===== config.mk =====
export PLATFORM = sky130hd
export DESIGN_NAME = serial_port
export DESIGN_NICKNAME = d
export VERILOG_FILES = /design/src/verilog/uart_pkg.sv /design/src/verilog/serial_port.sv
export VERILOG_INCLUDE_DIRS = /design/src /design/src/verilog
export SDC_FILE = /design/constraint.sdc
export NUM_CORES = 1
export LEC_CHECK = 0
export BUFFER_PORTS_ARGS = -buffer_cell sky130_fd_sc_hd__buf_2
export CAP_MARGIN = 20
export CELL_PAD_IN_SITES_DETAIL_PLACEMENT = 1
export CELL_PAD_IN_SITES_GLOBAL_PLACEMENT = 1
export CORE_MARGIN = 2
export CORE_UTILIZATION = 45
export DETAILED_ROUTE_END_ITERATION = 10
export GPL_TIMING_DRIVEN = 1
export PLACE_DENSITY_LB_ADDON = 0.12
export SYNTH_ARGS = -nofsm -noshare
export SYNTH_HDL_FRONTEND = slang
export SYNTH_SLANG_ARGS = --single-unit

===== constraint.sdc =====
create_clock -name core_clk -period 5.55 [get_ports core_clk]
set_input_delay 1.11 -clock core_clk [delete_from_list [all_inputs] [get_ports core_clk]]
set_output_delay 1.11 -clock core_clk [all_outputs]
set_load 0.05 [all_outputs]

===== src/verilog/uart_cfg.svh =====
`ifndef UART_CFG_SVH
`define UART_CFG_SVH
// register indexes on the plain register port
`define A_TRANSMIT_CONTROL_STATUS 3'h0
`define A_RECEIVE_CONTROL_STATUS 3'h1
`define A_BAUD  3'h2
`define A_RXDAT 3'h3
`define A_BRGL  3'h4
`define A_HIGH_BAUD_SELECT  3'h5
`define A_TXDAT 3'h6
// transmit_control_status
`define B_CLOCK_SOURCE 7
`define B_TX_NINE      6
`define B_TX_ENABLE    5
`define B_SYNC_MODE    4
`define B_BREAK_REQ    3
`define B_HIGH_BAUD    2
`define B_SHIFT_EMPTY  1
`define B_TX_NINTH     0
// receive_control_status
`define B_PORT_ENABLE  7
`define B_RX_NINE      6
`define B_SINGLE_RX    5
`define B_CONT_RX      4
`define B_ADDR_DETECT  3
`define B_OVERRUN_ERR  1
// baud_control
`define B_ABD_OVERFLOW 7
`define B_RX_IDLE      6
`define B_DATA_POL     5
`define B_CLK_TX_POL   4
`define B_BAUD_WIDTH   3
`define B_WAKEUP       1
`define B_AUTOBAUD     0
// reset values and software-writable masks
`define TXS_RST   8'h02
`define BDC_RST   8'h40
`define TXS_WMASK 8'hFD
`define RCS_WMASK 8'hF8
`define BDC_WMASK 8'h3B
// half-bit shift of (divisor+1)
`define SH_SLOW 5'h05
`define SH_MID  5'h03
`define SH_FAST 5'h01
// bit counts
`define NBITS8    4'h8
`define NBITS9    4'h9
`define FRAME8    4'hA
`define FRAME9    4'hB
`define FRAME_BRK 4'hE
// auto-baud: edge count at which the next falling edge (the fourth after the first) ends, extra divide shift
`define ABD_EDGES 3'h3
`define ABD_DIV   5'h04
`define FIFO_DEPTH 2'h2
`endif


===== src/verilog/uart_pkg.sv =====
package uart_pkg;
  typedef enum logic [1:0] {
    TX_IDLE  = 2'b01,
    TX_SHIFT = 2'b10
  } tx_state_t;
  typedef enum logic [4:0] {
    RX_IDLE  = 5'b00001,
    RX_START = 5'b00010,
    RX_DATA  = 5'b00100,
    RX_WAKE  = 5'b01000,
    RX_ABD   = 5'b10000
  } rx_state_t;
  typedef struct packed {
    logic [7:0]       transmit_control_status;
    logic [7:0]       receive_control_status;
    logic [7:0]       baud_control;
    logic [7:0]       brg_lo;
    logic [7:0]       brg_hi;
    logic [1:0]       rx_s;
    logic             rx_p;
    logic [1:0]       ck_s;
    logic             ck_p;
    tx_state_t        tx_st;
    rx_state_t        rx_st;
    logic [21:0]      tx_cnt;
    logic [21:0]      rx_cnt;
    logic [13:0]      tx_sh;
    logic [3:0]       tx_bits;
    logic             tx_half;
    logic             brk;
    logic             s_rx;
    logic             tx_line;
    logic             ck_line;
    logic [7:0]       hold;
    logic             hv;
    logic [8:0]       rx_sh;
    logic [3:0]       rx_bits;
    logic             rx_half;
    logic [1:0][9:0]  fifo;
    logic [1:0]       fcnt;
    logic             wake;
    logic [25:0]      abd_cnt;
    logic [2:0]       abd_edges;
    logic [7:0]       rdata;
    logic             rflag;
    logic             ck_o;
    logic             ck_oe_n;
    logic             dt_o;
    logic             dt_oe_n;
  } state_t;
endpackage


===== src/verilog/serial_port.sv =====
`timescale 1ns/10ps
`include "uart_cfg.svh"
module serial_port
  import uart_pkg::*;
(
  input  wire logic       core_clk,
  input  wire logic       nrst,
  input  wire logic [2:0] addr,
  input  wire logic [7:0] wr_data,
  input  wire logic       wr_en,
  input  wire logic       rd_en,
  output logic      [7:0] rd_data,
  input  wire logic       rx_dt_in,
  input  wire logic       ck_in,
  output logic            dt_out,
  output logic            dt_oe_n,
  output logic            ck_out,
  output logic            ck_oe_n,
  output logic            receive_flag
);

  localparam state_t ST_RST = '{
    transmit_control_status: `TXS_RST,
    baud_control: `BDC_RST,
    tx_st: TX_IDLE,
    rx_st: RX_IDLE,
    ck_oe_n: 1'b1,
    dt_oe_n: 1'b1,
    default: '0
  };

  state_t      r;
  state_t      n;
  logic        port_enable;
  logic        syncm;
  logic        clock_source_select;
  logic        transmitter_enable;
  logic        continuous_receive_enable;
  logic        single_receive_enable;
  logic        address_detect_enable;
  logic        rx9;
  logic        tx9;
  logic        dpol;
  logic        ckp;
  logic        baud_width_select;
  logic        high_baud_select;
  logic        wakeup_enable;
  logic        autobaud_enable;
  logic        break_request;
  logic        overrun_error_flag;
  logic [4:0]  shamt;
  logic [15:0] divisor;
  logic [21:0] half_lim;
  logic [25:0] abd_q;
  logic [3:0]  nb_rx;
  logic [3:0]  nb_tx;
  logic        rx_dat;
  logic        rx_prev;
  logic        rx_fall;
  logic        rx_rise;
  logic        ck_now;
  logic        ck_rise;
  logic        ck_fall;
  logic        samp_ev;
  logic        shift_ev;
  logic        push;
  logic        pop;
  logic        drop;
  logic        tx_done;
  logic        sdone;
  logic        tx_tick;
  logic        rx_tick;
  logic [9:0]  ch;

  assign port_enable  = r.receive_control_status[`B_PORT_ENABLE];
  assign rx9   = r.receive_control_status[`B_RX_NINE];
  assign single_receive_enable  = r.receive_control_status[`B_SINGLE_RX];
  assign continuous_receive_enable  = r.receive_control_status[`B_CONT_RX];
  assign address_detect_enable = r.receive_control_status[`B_ADDR_DETECT];
  assign overrun_error_flag  = r.receive_control_status[`B_OVERRUN_ERR];
  assign clock_source_select  = r.transmit_control_status[`B_CLOCK_SOURCE];
  assign tx9   = r.transmit_control_status[`B_TX_NINE];
  assign transmitter_enable  = r.transmit_control_status[`B_TX_ENABLE];
  assign syncm = r.transmit_control_status[`B_SYNC_MODE];
  assign break_request = r.transmit_control_status[`B_BREAK_REQ];
  assign high_baud_select  = r.transmit_control_status[`B_HIGH_BAUD];
  assign dpol  = r.baud_control[`B_DATA_POL];
  assign ckp   = r.baud_control[`B_CLK_TX_POL];
  assign baud_width_select = r.baud_control[`B_BAUD_WIDTH];
  assign wakeup_enable   = r.baud_control[`B_WAKEUP];
  assign autobaud_enable = r.baud_control[`B_AUTOBAUD];

  // half-bit period of the baud generator
  assign shamt = syncm ? `SH_FAST :
                 baud_width_select ? (high_baud_select ? `SH_FAST : `SH_MID) :
                 (high_baud_select ? `SH_MID : `SH_SLOW);
  assign divisor = baud_width_select ? {r.brg_hi, r.brg_lo} : {8'h00, r.brg_lo};
  assign half_lim = (({6'h00, divisor} + 22'h000001) << shamt)
                    - 22'h000001;
  assign abd_q = (r.abd_cnt >> (shamt + `ABD_DIV)) - 26'h0000001;
  assign nb_rx = rx9 ? `NBITS9 : `NBITS8;
  assign nb_tx = tx9 ? `NBITS9 : `NBITS8;

  assign rx_dat  = r.rx_s[1] ^ dpol;
  assign rx_prev = r.rx_p ^ dpol;
  assign rx_fall = rx_prev & ~rx_dat;
  assign rx_rise = ~rx_prev & rx_dat;
  assign ck_now  = clock_source_select ? r.ck_line : r.ck_s[1];
  assign ck_rise = ck_now & ~r.ck_p;
  assign ck_fall = ~ck_now & r.ck_p;
  assign samp_ev  = ckp ? ck_rise : ck_fall;
  assign shift_ev = ckp ? ck_fall : ck_rise;

  always_comb begin
    n = r;
    push = 1'b0;
    pop = 1'b0;
    drop = 1'b0;
    tx_done = 1'b0;
    sdone = 1'b0;
    tx_tick = 1'b0;
    rx_tick = 1'b0;
    ch = 10'h000;
    n.rx_s = {r.rx_s[0], rx_dt_in};
    n.rx_p = r.rx_s[1];
    n.ck_s = {r.ck_s[0], ck_in};
    n.ck_p = ck_now;
    if (r.tx_cnt >= half_lim) begin
      n.tx_cnt = 22'h000000;
      tx_tick = 1'b1;
    end else begin
      n.tx_cnt = r.tx_cnt + 22'h000001;
    end
    if (r.rx_cnt >= half_lim) begin
      n.rx_cnt = 22'h000000;
      rx_tick = 1'b1;
    end else begin
      n.rx_cnt = r.rx_cnt + 22'h000001;
    end
    // reading the data register pops the buffer
    if (rd_en && addr == `A_RXDAT) begin
      pop = 1'b1;
      n.wake = 1'b0;
      if (r.fcnt != 2'h0) begin
        n.fifo[0] = r.fifo[1];
        n.fcnt = r.fcnt - 2'h1;
      end
    end
    if (!continuous_receive_enable) begin
      n.receive_control_status[`B_OVERRUN_ERR] = 1'b0;
    end
    case (r.tx_st)
      TX_IDLE: begin
        n.ck_line = ckp;
        if (syncm) begin
          if ((continuous_receive_enable || (single_receive_enable && clock_source_select)) && !overrun_error_flag) begin
            n.tx_st = TX_SHIFT;
            n.s_rx = 1'b1;
            n.tx_bits = nb_rx;
            n.tx_cnt = 22'h000000;
          end else if (transmitter_enable && r.hv) begin
            n.tx_st = TX_SHIFT;
            n.s_rx = 1'b0;
            n.tx_sh = {5'h00, r.transmit_control_status[`B_TX_NINTH], r.hold};
            n.tx_bits = nb_tx;
            n.hv = 1'b0;
            n.tx_cnt = 22'h000000;
          end
        end else if (transmitter_enable && r.hv) begin
          n.tx_st = TX_SHIFT;
          n.tx_half = 1'b0;
          n.hv = 1'b0;
          n.tx_cnt = 22'h000000;
          n.brk = break_request;
          if (break_request) begin
            n.tx_sh = 14'h2000;
            n.tx_bits = `FRAME_BRK;
          end else if (tx9) begin
            n.tx_sh = {4'hF, r.transmit_control_status[`B_TX_NINTH], r.hold, 1'b0};
            n.tx_bits = `FRAME9;
          end else begin
            n.tx_sh = {5'h1F, r.hold, 1'b0};
            n.tx_bits = `FRAME8;
          end
        end
      end
      TX_SHIFT: begin
        if (syncm) begin
          if (clock_source_select && tx_tick) begin
            n.ck_line = ~r.ck_line;
          end
          if (shift_ev && !r.s_rx) begin
            n.tx_line = r.tx_sh[0];
            n.tx_sh = r.tx_sh >> 1;
          end
          if (samp_ev) begin
            if (r.s_rx) begin
              n.rx_sh = {rx_dat, r.rx_sh[8:1]};
            end
            if (r.tx_bits == 4'h1) begin
              sdone = 1'b1;
              n.tx_st = TX_IDLE;
              if (r.s_rx) begin
                push = 1'b1;
                ch = {1'b0, rx9 ? n.rx_sh : {1'b0, n.rx_sh[8:1]}};
                if (!continuous_receive_enable) begin
                  n.receive_control_status[`B_SINGLE_RX] = 1'b0;
                end
              end
            end else begin
              n.tx_bits = r.tx_bits - 4'h1;
            end
          end
        end else if (tx_tick) begin
          n.tx_half = ~r.tx_half;
          if (r.tx_half) begin
            if (r.tx_bits == 4'h1) begin
              tx_done = 1'b1;
              n.tx_st = TX_IDLE;
              if (r.brk) begin
                n.transmit_control_status[`B_BREAK_REQ] = 1'b0;
              end
            end else begin
              n.tx_sh = r.tx_sh >> 1;
              n.tx_bits = r.tx_bits - 4'h1;
            end
          end
        end
      end
      default: n.tx_st = TX_IDLE;
    endcase
    case (r.rx_st)
      RX_IDLE: begin
        if (!syncm && rx_fall) begin
          if (autobaud_enable) begin
            n.rx_st = RX_ABD;
            // count includes the cycle of the first edge
            n.abd_cnt = 26'h0000001;
            n.abd_edges = 3'h0;
          end else if (wakeup_enable) begin
            n.wake = 1'b1;
            n.rx_st = RX_WAKE;
          end else if (continuous_receive_enable && !overrun_error_flag) begin
            n.rx_st = RX_START;
            n.rx_cnt = 22'h000000;
          end
        end
      end
      RX_START: begin
        if (rx_tick) begin
          n.rx_st = rx_dat ? RX_IDLE : RX_DATA;
          n.rx_half = 1'b0;
          n.rx_bits = 4'h0;
        end
      end
      RX_DATA: begin
        if (rx_tick) begin
          n.rx_half = ~r.rx_half;
          if (r.rx_half) begin
            if (r.rx_bits == nb_rx) begin
              push = 1'b1;
              ch = {~rx_dat, rx9 ? r.rx_sh : {1'b0, r.rx_sh[8:1]}};
              n.rx_st = RX_IDLE;
            end else begin
              n.rx_sh = {rx_dat, r.rx_sh[8:1]};
              n.rx_bits = r.rx_bits + 4'h1;
            end
          end
        end
      end
      RX_WAKE: begin
        if (rx_rise) begin
          n.baud_control[`B_WAKEUP] = 1'b0;
          n.rx_st = RX_IDLE;
        end
      end
      RX_ABD: begin
        if (&r.abd_cnt) begin
          n.baud_control[`B_ABD_OVERFLOW] = 1'b1;
          n.baud_control[`B_AUTOBAUD] = 1'b0;
          n.rx_st = RX_IDLE;
        end else begin
          n.abd_cnt = r.abd_cnt + 26'h0000001;
        end
        if (rx_fall) begin
          if (r.abd_edges == `ABD_EDGES) begin
            {n.brg_hi, n.brg_lo} = abd_q[15:0];
            n.baud_control[`B_AUTOBAUD] = 1'b0;
            n.rx_st = RX_IDLE;
          end else begin
            n.abd_edges = r.abd_edges + 3'h1;
          end
        end
      end
      default: n.rx_st = RX_IDLE;
    endcase
    if (push) begin
      drop = address_detect_enable && rx9 && !syncm && !ch[8];
      if (drop) begin
        n.fcnt = n.fcnt;
      end else if (n.fcnt == `FIFO_DEPTH) begin
        n.receive_control_status[`B_OVERRUN_ERR] = 1'b1;
      end else begin
        n.fifo[n.fcnt[0]] = ch;
        n.fcnt = n.fcnt + 2'h1;
      end
    end
    if (wr_en) begin
      case (addr)
        `A_TRANSMIT_CONTROL_STATUS: n.transmit_control_status = (wr_data & `TXS_WMASK)
                            | (n.transmit_control_status & ~`TXS_WMASK);
        `A_RECEIVE_CONTROL_STATUS: n.receive_control_status = (wr_data & `RCS_WMASK)
                            | (n.receive_control_status & ~`RCS_WMASK);
        `A_BAUD: begin
          n.baud_control = (wr_data & `BDC_WMASK)
                      | (n.baud_control & ~`BDC_WMASK);
          if (wr_data[`B_AUTOBAUD]) begin
            n.baud_control[`B_ABD_OVERFLOW] = 1'b0;
          end
        end
        `A_BRGL: begin
          n.brg_lo = wr_data;
          n.tx_cnt = 22'h000000;
          n.rx_cnt = 22'h000000;
        end
        `A_HIGH_BAUD_SELECT: begin
          n.brg_hi = wr_data;
          n.tx_cnt = 22'h000000;
          n.rx_cnt = 22'h000000;
        end
        `A_TXDAT: begin
          n.hold = wr_data;
          n.hv = 1'b1;
        end
        default: n.hold = n.hold;
      endcase
    end
    if (!port_enable) begin
      n.tx_st = TX_IDLE;
      n.rx_st = RX_IDLE;
      n.fcnt = 2'h0;
      n.fifo = '0;
      n.wake = 1'b0;
      n.hv = 1'b0;
      n.receive_control_status[`B_OVERRUN_ERR] = 1'b0;
    end
    n.transmit_control_status[`B_SHIFT_EMPTY] = (n.tx_st == TX_IDLE);
    n.baud_control[`B_RX_IDLE] = (n.rx_st == RX_IDLE);
    n.rflag = (n.fcnt != 2'h0 && port_enable && (continuous_receive_enable || single_receive_enable))
              || n.wake;
    n.rdata = 8'h00;
    if (rd_en) begin
      case (addr)
        `A_TRANSMIT_CONTROL_STATUS: n.rdata = r.transmit_control_status;
        `A_RECEIVE_CONTROL_STATUS: n.rdata = {r.receive_control_status[7:3], r.fifo[0][9], overrun_error_flag,
                             r.fifo[0][8]};
        `A_BAUD:  n.rdata = r.baud_control;
        `A_RXDAT: n.rdata = r.fifo[0][7:0];
        `A_BRGL:  n.rdata = r.brg_lo;
        `A_HIGH_BAUD_SELECT:  n.rdata = r.brg_hi;
        default:  n.rdata = 8'h00;
      endcase
    end
    n.ck_o = 1'b0;
    n.ck_oe_n = 1'b1;
    n.dt_o = 1'b0;
    n.dt_oe_n = 1'b1;
    if (port_enable) begin
      if (!syncm) begin
        n.ck_oe_n = 1'b0;
        n.ck_o = ((n.tx_st == TX_SHIFT) ? n.tx_sh[0] : 1'b1) ^ ckp;
      end else begin
        n.ck_oe_n = ~clock_source_select;
        n.ck_o = n.ck_line;
        n.dt_oe_n = ~(n.tx_st == TX_SHIFT && !n.s_rx);
        n.dt_o = n.tx_line ^ dpol;
      end
    end
  end

  always_ff @(posedge core_clk or negedge nrst) begin
    if (!nrst) begin
      r <= ST_RST;
    end else begin
      r <= n;
    end
  end

  assign rd_data      = r.rdata;
  assign receive_flag = r.rflag;
  assign ck_out       = r.ck_o;
  assign ck_oe_n      = r.ck_oe_n;
  assign dt_out       = r.dt_o;
  assign dt_oe_n      = r.dt_oe_n;
endmodule // serial_port


# --- Word-level counts from Yosys, hierarchy flattened ---
# Cells that the tools add are included.
classes:
  muxes: 169
  n_bitwise: 21
  shifts: 2
  reduce_logical: 44
  order_cmp: 4
  n_addsub: 12
  eq_ne: 45
op_table:
  columns: ["op", "n"]
  rows:
  - ["2-to-1 mux 22 bit", 13]
  - ["2-to-1 mux 18 bit", 6]
  - ["2-to-1 mux 9 bit", 12]
  - ["2-to-1 mux 44 bit", 2]
  - ["2-to-1 mux 5 bit", 13]
  - ["2-to-1 mux 1 bit", 58]
  - ["case mux 29 bit (2 select lines)", 1]
  - ["2-to-1 mux 14 bit", 4]
  - ["2-to-1 mux 17 bit", 3]
  - ["2-to-1 mux 10 bit", 5]
  - ["case mux 8 bit (6 select lines)", 1]
  - ["adder 22 x 1 -> 22 bit, second input constant", 2]
  - [">= comparator 22 bit", 2]
  - ["2-to-1 mux 20 bit", 2]
  - ["2-to-1 mux 8 bit", 5]
  - ["2-to-1 mux 13 bit", 3]
  - ["case mux 19 bit (2 select lines)", 1]
  - ["2-to-1 mux 36 bit", 1]
  - ["inequality test 2 bit, second input constant", 16]
  - ["2-to-1 mux 30 bit", 1]
  - ["2-to-1 mux 29 bit", 1]
  - ["2-to-1 mux 2 bit", 14]
  - ["adder 26 x 1 -> 26 bit, second input constant", 1]
  - ["2-to-1 mux 26 bit", 1]
  - ["other kinds (59)", 129]
word_totals:
  output_inout_bits: 13
  ff_bits: 208
  word_cells: 338
  inputBits: 17

# --- Depth between registers and ports, before layout ---
depth:
  depth_word: 21
  ltp_mapped: 30
  mapped_depth_nobuf: 27

# --- Worst setup path before layout ---
# Ideal clock, no wire load.
synth_path:
  path_kind: "flip-flop to flip-flop"
  from: "register r, in the netlist baud_width_select"
  to: "register r[63] (netlist bit)"
  synth_period_minus_slack_ns: 5.819
  n_path_buf: 3
  required_time_ns: 5.423
  path_stages_with_launch: 31
  t_arrival_ns: 5.691
  setup_ns: 0.127
  setup_slack_ns: -0.269
  cell_sequence: "dfrtp_1 -> buf_2 -> inv_1 -> ha_1 -> nor2b_1 -> clkbuf_1 -> nor2_1 -> nand2_1 -> ha_1 -> inv_1 -> a311oi_2 -> o221ai_2 -> nor4_4 -> nand2_1 -> xnor2_1 -> ha_1 -> a21oi_1 -> nor2b_1 -> o21ai_0 -> nand2b_1 -> a21oi_1 -> o21ai_0 -> maj3_2 -> maj3_2 -> a221o_1 -> o2111ai_2 -> a21oi_2 -> mux2i_4 -> o31a_1 -> buf_4 -> mux2_1"
synth_between:
  elab_chain_len: 13
  elab_cells_between_ends: 22
  classes_between: "2 x add/sub; 1 x order compare; 2 x eq/ne; 1 x shift; 13 x mux; 3 x reduce/logical"
synth_rtl:
  columns: ["element", "line", "text"]
  rows:
  - ["start: declaration", "serial_port.sv:32", "state_t r;"]
  - ["start signal: assignment", "serial_port.sv:385", "r <= n;"]
  - ["2-to-1 mux 16 bit / 2-to-1 mux 3 bit (equally long branches)", "serial_port.sv:97, serial_port.sv:95", null]
  - ["adder 16 x 1 -> 17 bit / 2-to-1 mux 3 bit (equally long branches)", "serial_port.sv:98, serial_port.sv:94", null]
  - ["<< shifter 17 x 3 -> 22 bit *", "serial_port.sv:98", "assign half_lim = (({6'h00, divisor} + 22'h000001) << shamt)"]
  - ["subtractor 22 x 1 -> 22 bit *", "serial_port.sv:99", "- 22'h000001;"]
  - [">= comparator 22 bit *", "serial_port.sv:134", "if (r.rx_cnt >= half_lim) begin"]
  - ["2-to-1 mux 1 bit *", "serial_port.sv:134", null]
  - ["2-to-1 mux 10 bit", "serial_port.sv:257", "if (rx_tick) begin"]
  - ["2-to-1 mux 10 bit", "serial_port.sv:232", "case (r.rx_st)"]
  - ["bitwise mux 20 bit", "serial_port.sv:304", "n.fifo[n.fcnt[0]] = ch;"]
  - ["2-to-1 mux 22 bit", "serial_port.sv:301", "end else if (n.fcnt == `FIFO_DEPTH) begin"]
  - ["2-to-1 mux 20 bit", "serial_port.sv:299", "if (drop) begin"]
  - ["2-to-1 mux 22 bit", "serial_port.sv:297", "if (push) begin"]
  - ["2-to-1 mux 23 bit", "serial_port.sv:338", "if (!port_enable) begin"]
# Mark *: on every way between the ends. The rest lies on a longest branch, timed or not. The select of a mux whose other input is x is not followed.
# A chain may end at the register's enable or synchronous reset.

# --- Worst setup path in the final report ---
layout_path:
  from: "register r, in the netlist baud_width_select"
  to: "register r[55] (netlist bit)"
# Same word-level chain as after synthesis.

==> summary.txt <==
======================================================================================
RSZ-0062 raised after global routing ....................................         true
N_diodes ................................................................            0
Clock root buffer .......................................................    clkbuf_16
Crit. End Element .......................................................     register
Placed Cells ............................................................         1992
Outcome ................................................................. finished, violations left
Required time of the critical path ......................................      5980 ps
Largest buffer count on any clock path ..................................            3
Final routed wirelength across all metal layers .........................      43.7 mm
FMAX ....................................................................      178 MHz
Worst Hold Class ........................................................ register to register
Crit share post-route ...................................................         1.01
TritonCTS clock tree ....................................................        built
Number of non-filler instances in the completed layout ..................         2063
Filler Cell Count .......................................................         3426
# Max-Cap Violations ....................................................            0
Cell Area, Synth ........................................................   13600 um^2
Drt pass-1 iters ........................................................            4
Seq cells post-synth ....................................................          205
Setup crit start kind ...................................................     register
Hold WS .................................................................       348 ps
Share of flip-flops with an asynchronous set or reset ...................         1.00
EDFF count, synth .......................................................            0
I/O pin cnt .............................................................           30
Routed length per instance ..............................................      21.2 um
Register ranked first by flip-flop count ................................            r
Die extent in x .........................................................       178 um
Deepest level of the CTS H-tree .........................................            1
Dpl hpwl ................................................................      31.2 mm
Number of nets still failing antenna checks after routing ...............            0
Post-route DRC ..........................................................            0
Post-synth top cells .................................................... dfrtp_1 (199), nand2_1 (181), nor2_1 (158)
Smallest setup slack after layout .......................................     -72.5 ps
Overall Global Routing Usage ............................................        0.275
Leading register cell type out of synthesis .............................      dfrtp_1
Maximum number of pins on one net before global-route repair ............          111
Worst slew slack as a fraction of its limit .............................        0.317
Number of CTS-inserted buffers ..........................................           26
Number of pins with negative max-slew slack in the final report .........            0
Maximum vdd ir drop .....................................................       254 uV
Critical path peak fanout ...............................................            9
Classification of the worst setup path .................................. register to register
Top-count cell post-synth ...............................................      dfrtp_1
Final-stage net count ...................................................         1718
Average cell area after synthesis .......................................    8.82 um^2
Failing checks .......................................................... negative setup slack
Largest area contributor in the netlist .................................      dfrtp_1
Part of the Yosys area used for sequential elements .....................        0.377
Synth top area share ....................................................        0.365
Die Span Y ..............................................................       178 um
Slew at the pin with the worst max-slew slack ...........................      1020 ps
PD cells ................................................................  361 nW/um^2
Count of hold buffers inserted by post-cts repair .......................            0
Synth unique cells ......................................................           92
Number of rows in the core area .........................................           63
Die footprint ...........................................................   31700 um^2
LEAKAGE .................................................................      7.26 nW
Antenna violations before repair ........................................            1
Routability congestion estimate from global placement ...................        0.888
Number of I/O port buffers ..............................................           29
Yosys synthesis warning count ...........................................            0
Arrival time of data at the critical path endpoint ......................      6050 ps
Vias post-DR ............................................................        12300
Worst skew pair latency .................................................       540 ps
Initial core utilization ................................................        0.459
Minimum period implied by the final worst setup slack ...................      5620 ps
Overflow left after global routing ......................................            0
Setup slack after placement .............................................      -318 ps
Number of clock sinks seen by CTS .......................................          205
Vias in the first global route ..........................................        12500
Post-detailed-route via-to-cell ratio ...................................         5.98
First-pass GRT wire length ..............................................      69.0 mm
Finish-stage setup viols ................................................           21
Share of cells above drive strength 1 ...................................        0.210
Number of cells produced by synthesis ...................................         1546
Combined area of the multi-input logic cells ............................    8430 um^2
Area taken by flip-flops and latches ....................................    5140 um^2
Core ar. ................................................................   29700 um^2
Largest register FFs ....................................................          178
Synth Net Count .........................................................         1611
Number of hold violations in the final report ...........................            0
Clock slew at the register clock pins of the worst setup and hold paths .        60 ps
Starting DRC count in detailed routing ..................................          772
Cell types occupying the most area after synthesis ...................... dfrtp_1 (37%), nand2_1 (5.0%), ha_1 (4.4%)
Clock skew after layout .................................................      13.6 ps
Area added between synthesis and finish .................................        20.4%
======================================================================================
[power by group]
group / switching, mW / internal, mW
sequential: 0.214 / 1.65
combinational: 1.34 / 0.986
clock: 0.670 / 1.06
total: 2.23 / 3.69
[layout make-up]
type	instances	share of cell area
Multi-Input combinational cell	1219	0.514
Sequential cell	205	0.313
Timing Repair Buffer	165	0.0810
Clock buffer	41	0.0505
Tap cell	390	0.0297
Inverter	36	0.00823
Clock inverter	7	0.00381
[routing by layer]
layer | vias to the layer above | GRT usage | routed length, um
li1 | 5789 | - | -
met1 | 6209 | 0.391 | 20300
met2 | 268 | 0.442 | 20400
met3 | 67 | 0.0375 | 1920
met4 | 2 | 0.0697 | 1010
met5 | - | 0 | 13
[logic make-up after synthesis]
logic type               count (synthesis)  share of synthesized area
XOR/XNOR                                96                     0.0617
AO/OA/AOI/OAI                          376                      0.187
adder cells (fa/ha/maj)                 54                     0.0486
multiplexers                            86                     0.0720
buffers and inverters                  122                     0.0374
flip-flops                             205                      0.377
AND/OR/NAND/NOR                        607                      0.216
[what timing repair did]
action | CTS | global route
setup buffers | 10 | 11
gates cloned | 0 | 1
gates resized for setup | 38 | 61
pin swaps | 17 | 45
setup endpoints to repair | 103 | 112
[worst paths after layout]
kind,from,cells past startpoint,slack (ps),to
setup / recovery,baud_width_select,25,-70,r[55]
hold reg to reg,n[167],0,350,n[165]
setup reg to reg,baud_width_select,25,-70,r[55]
hold / removal,n[167],0,350,n[165]
max in group asynchronous,nrst,2,3840,r[160]
min in group asynchronous,nrst,1,640,r[113]
[layout by cell type, fill, tap and decap left out, types with 23 or more instances in the layout]
cell / instances
inv_1: 31
mux2i_1: 42
clkbuf_16: 28
dfrtp_1: 198
o21ai_0: 91
xor2_1: 57
mux2_2: 36
a21oi_1: 70
nand4_1: 25
nand2_1: 176
buf_2: 28
ha_1: 42
nor2b_1: 23
nand3_1: 55
buf_4: 120
nor2_1: 155
xnor2_1: 32
[worst max-delay path: stages, from the launching register on]
cell       delay (ps)
dfrtp_1           370
inv_2              60
ha_4              290
nand2b_2          160
buf_4             220
a221o_1           340
o211a_1           170
o32ai_1           440
buf_4             200
nand3_2            90
xnor2_2           170
buf_4             140
ha_1              270
o21ai_1            90
nand2b_1           90
a21oi_2           130
o21ai_1            80
maj3_2            310
maj3_2            310
a221o_1           380
o2111ai_2          90
a21oi_2           130
mux2i_4           220
buf_4             160
or3_4             320
a32o_1            260
[through the flow]
stage	utilization	instance area [um^2]	TNS [ps]	power (mW)
floorplan	-	13700	0	3.07
global placement	0.500	14800	-2120	3.81
detailed placement	0.500	14800	-17990	3.89
CTS	0.538	16000	-1340	5.77
global route	0.552	16400	-23680	6.24
finish	0.552	16400	-649	5.92
(Power assumes the default switching activity.)
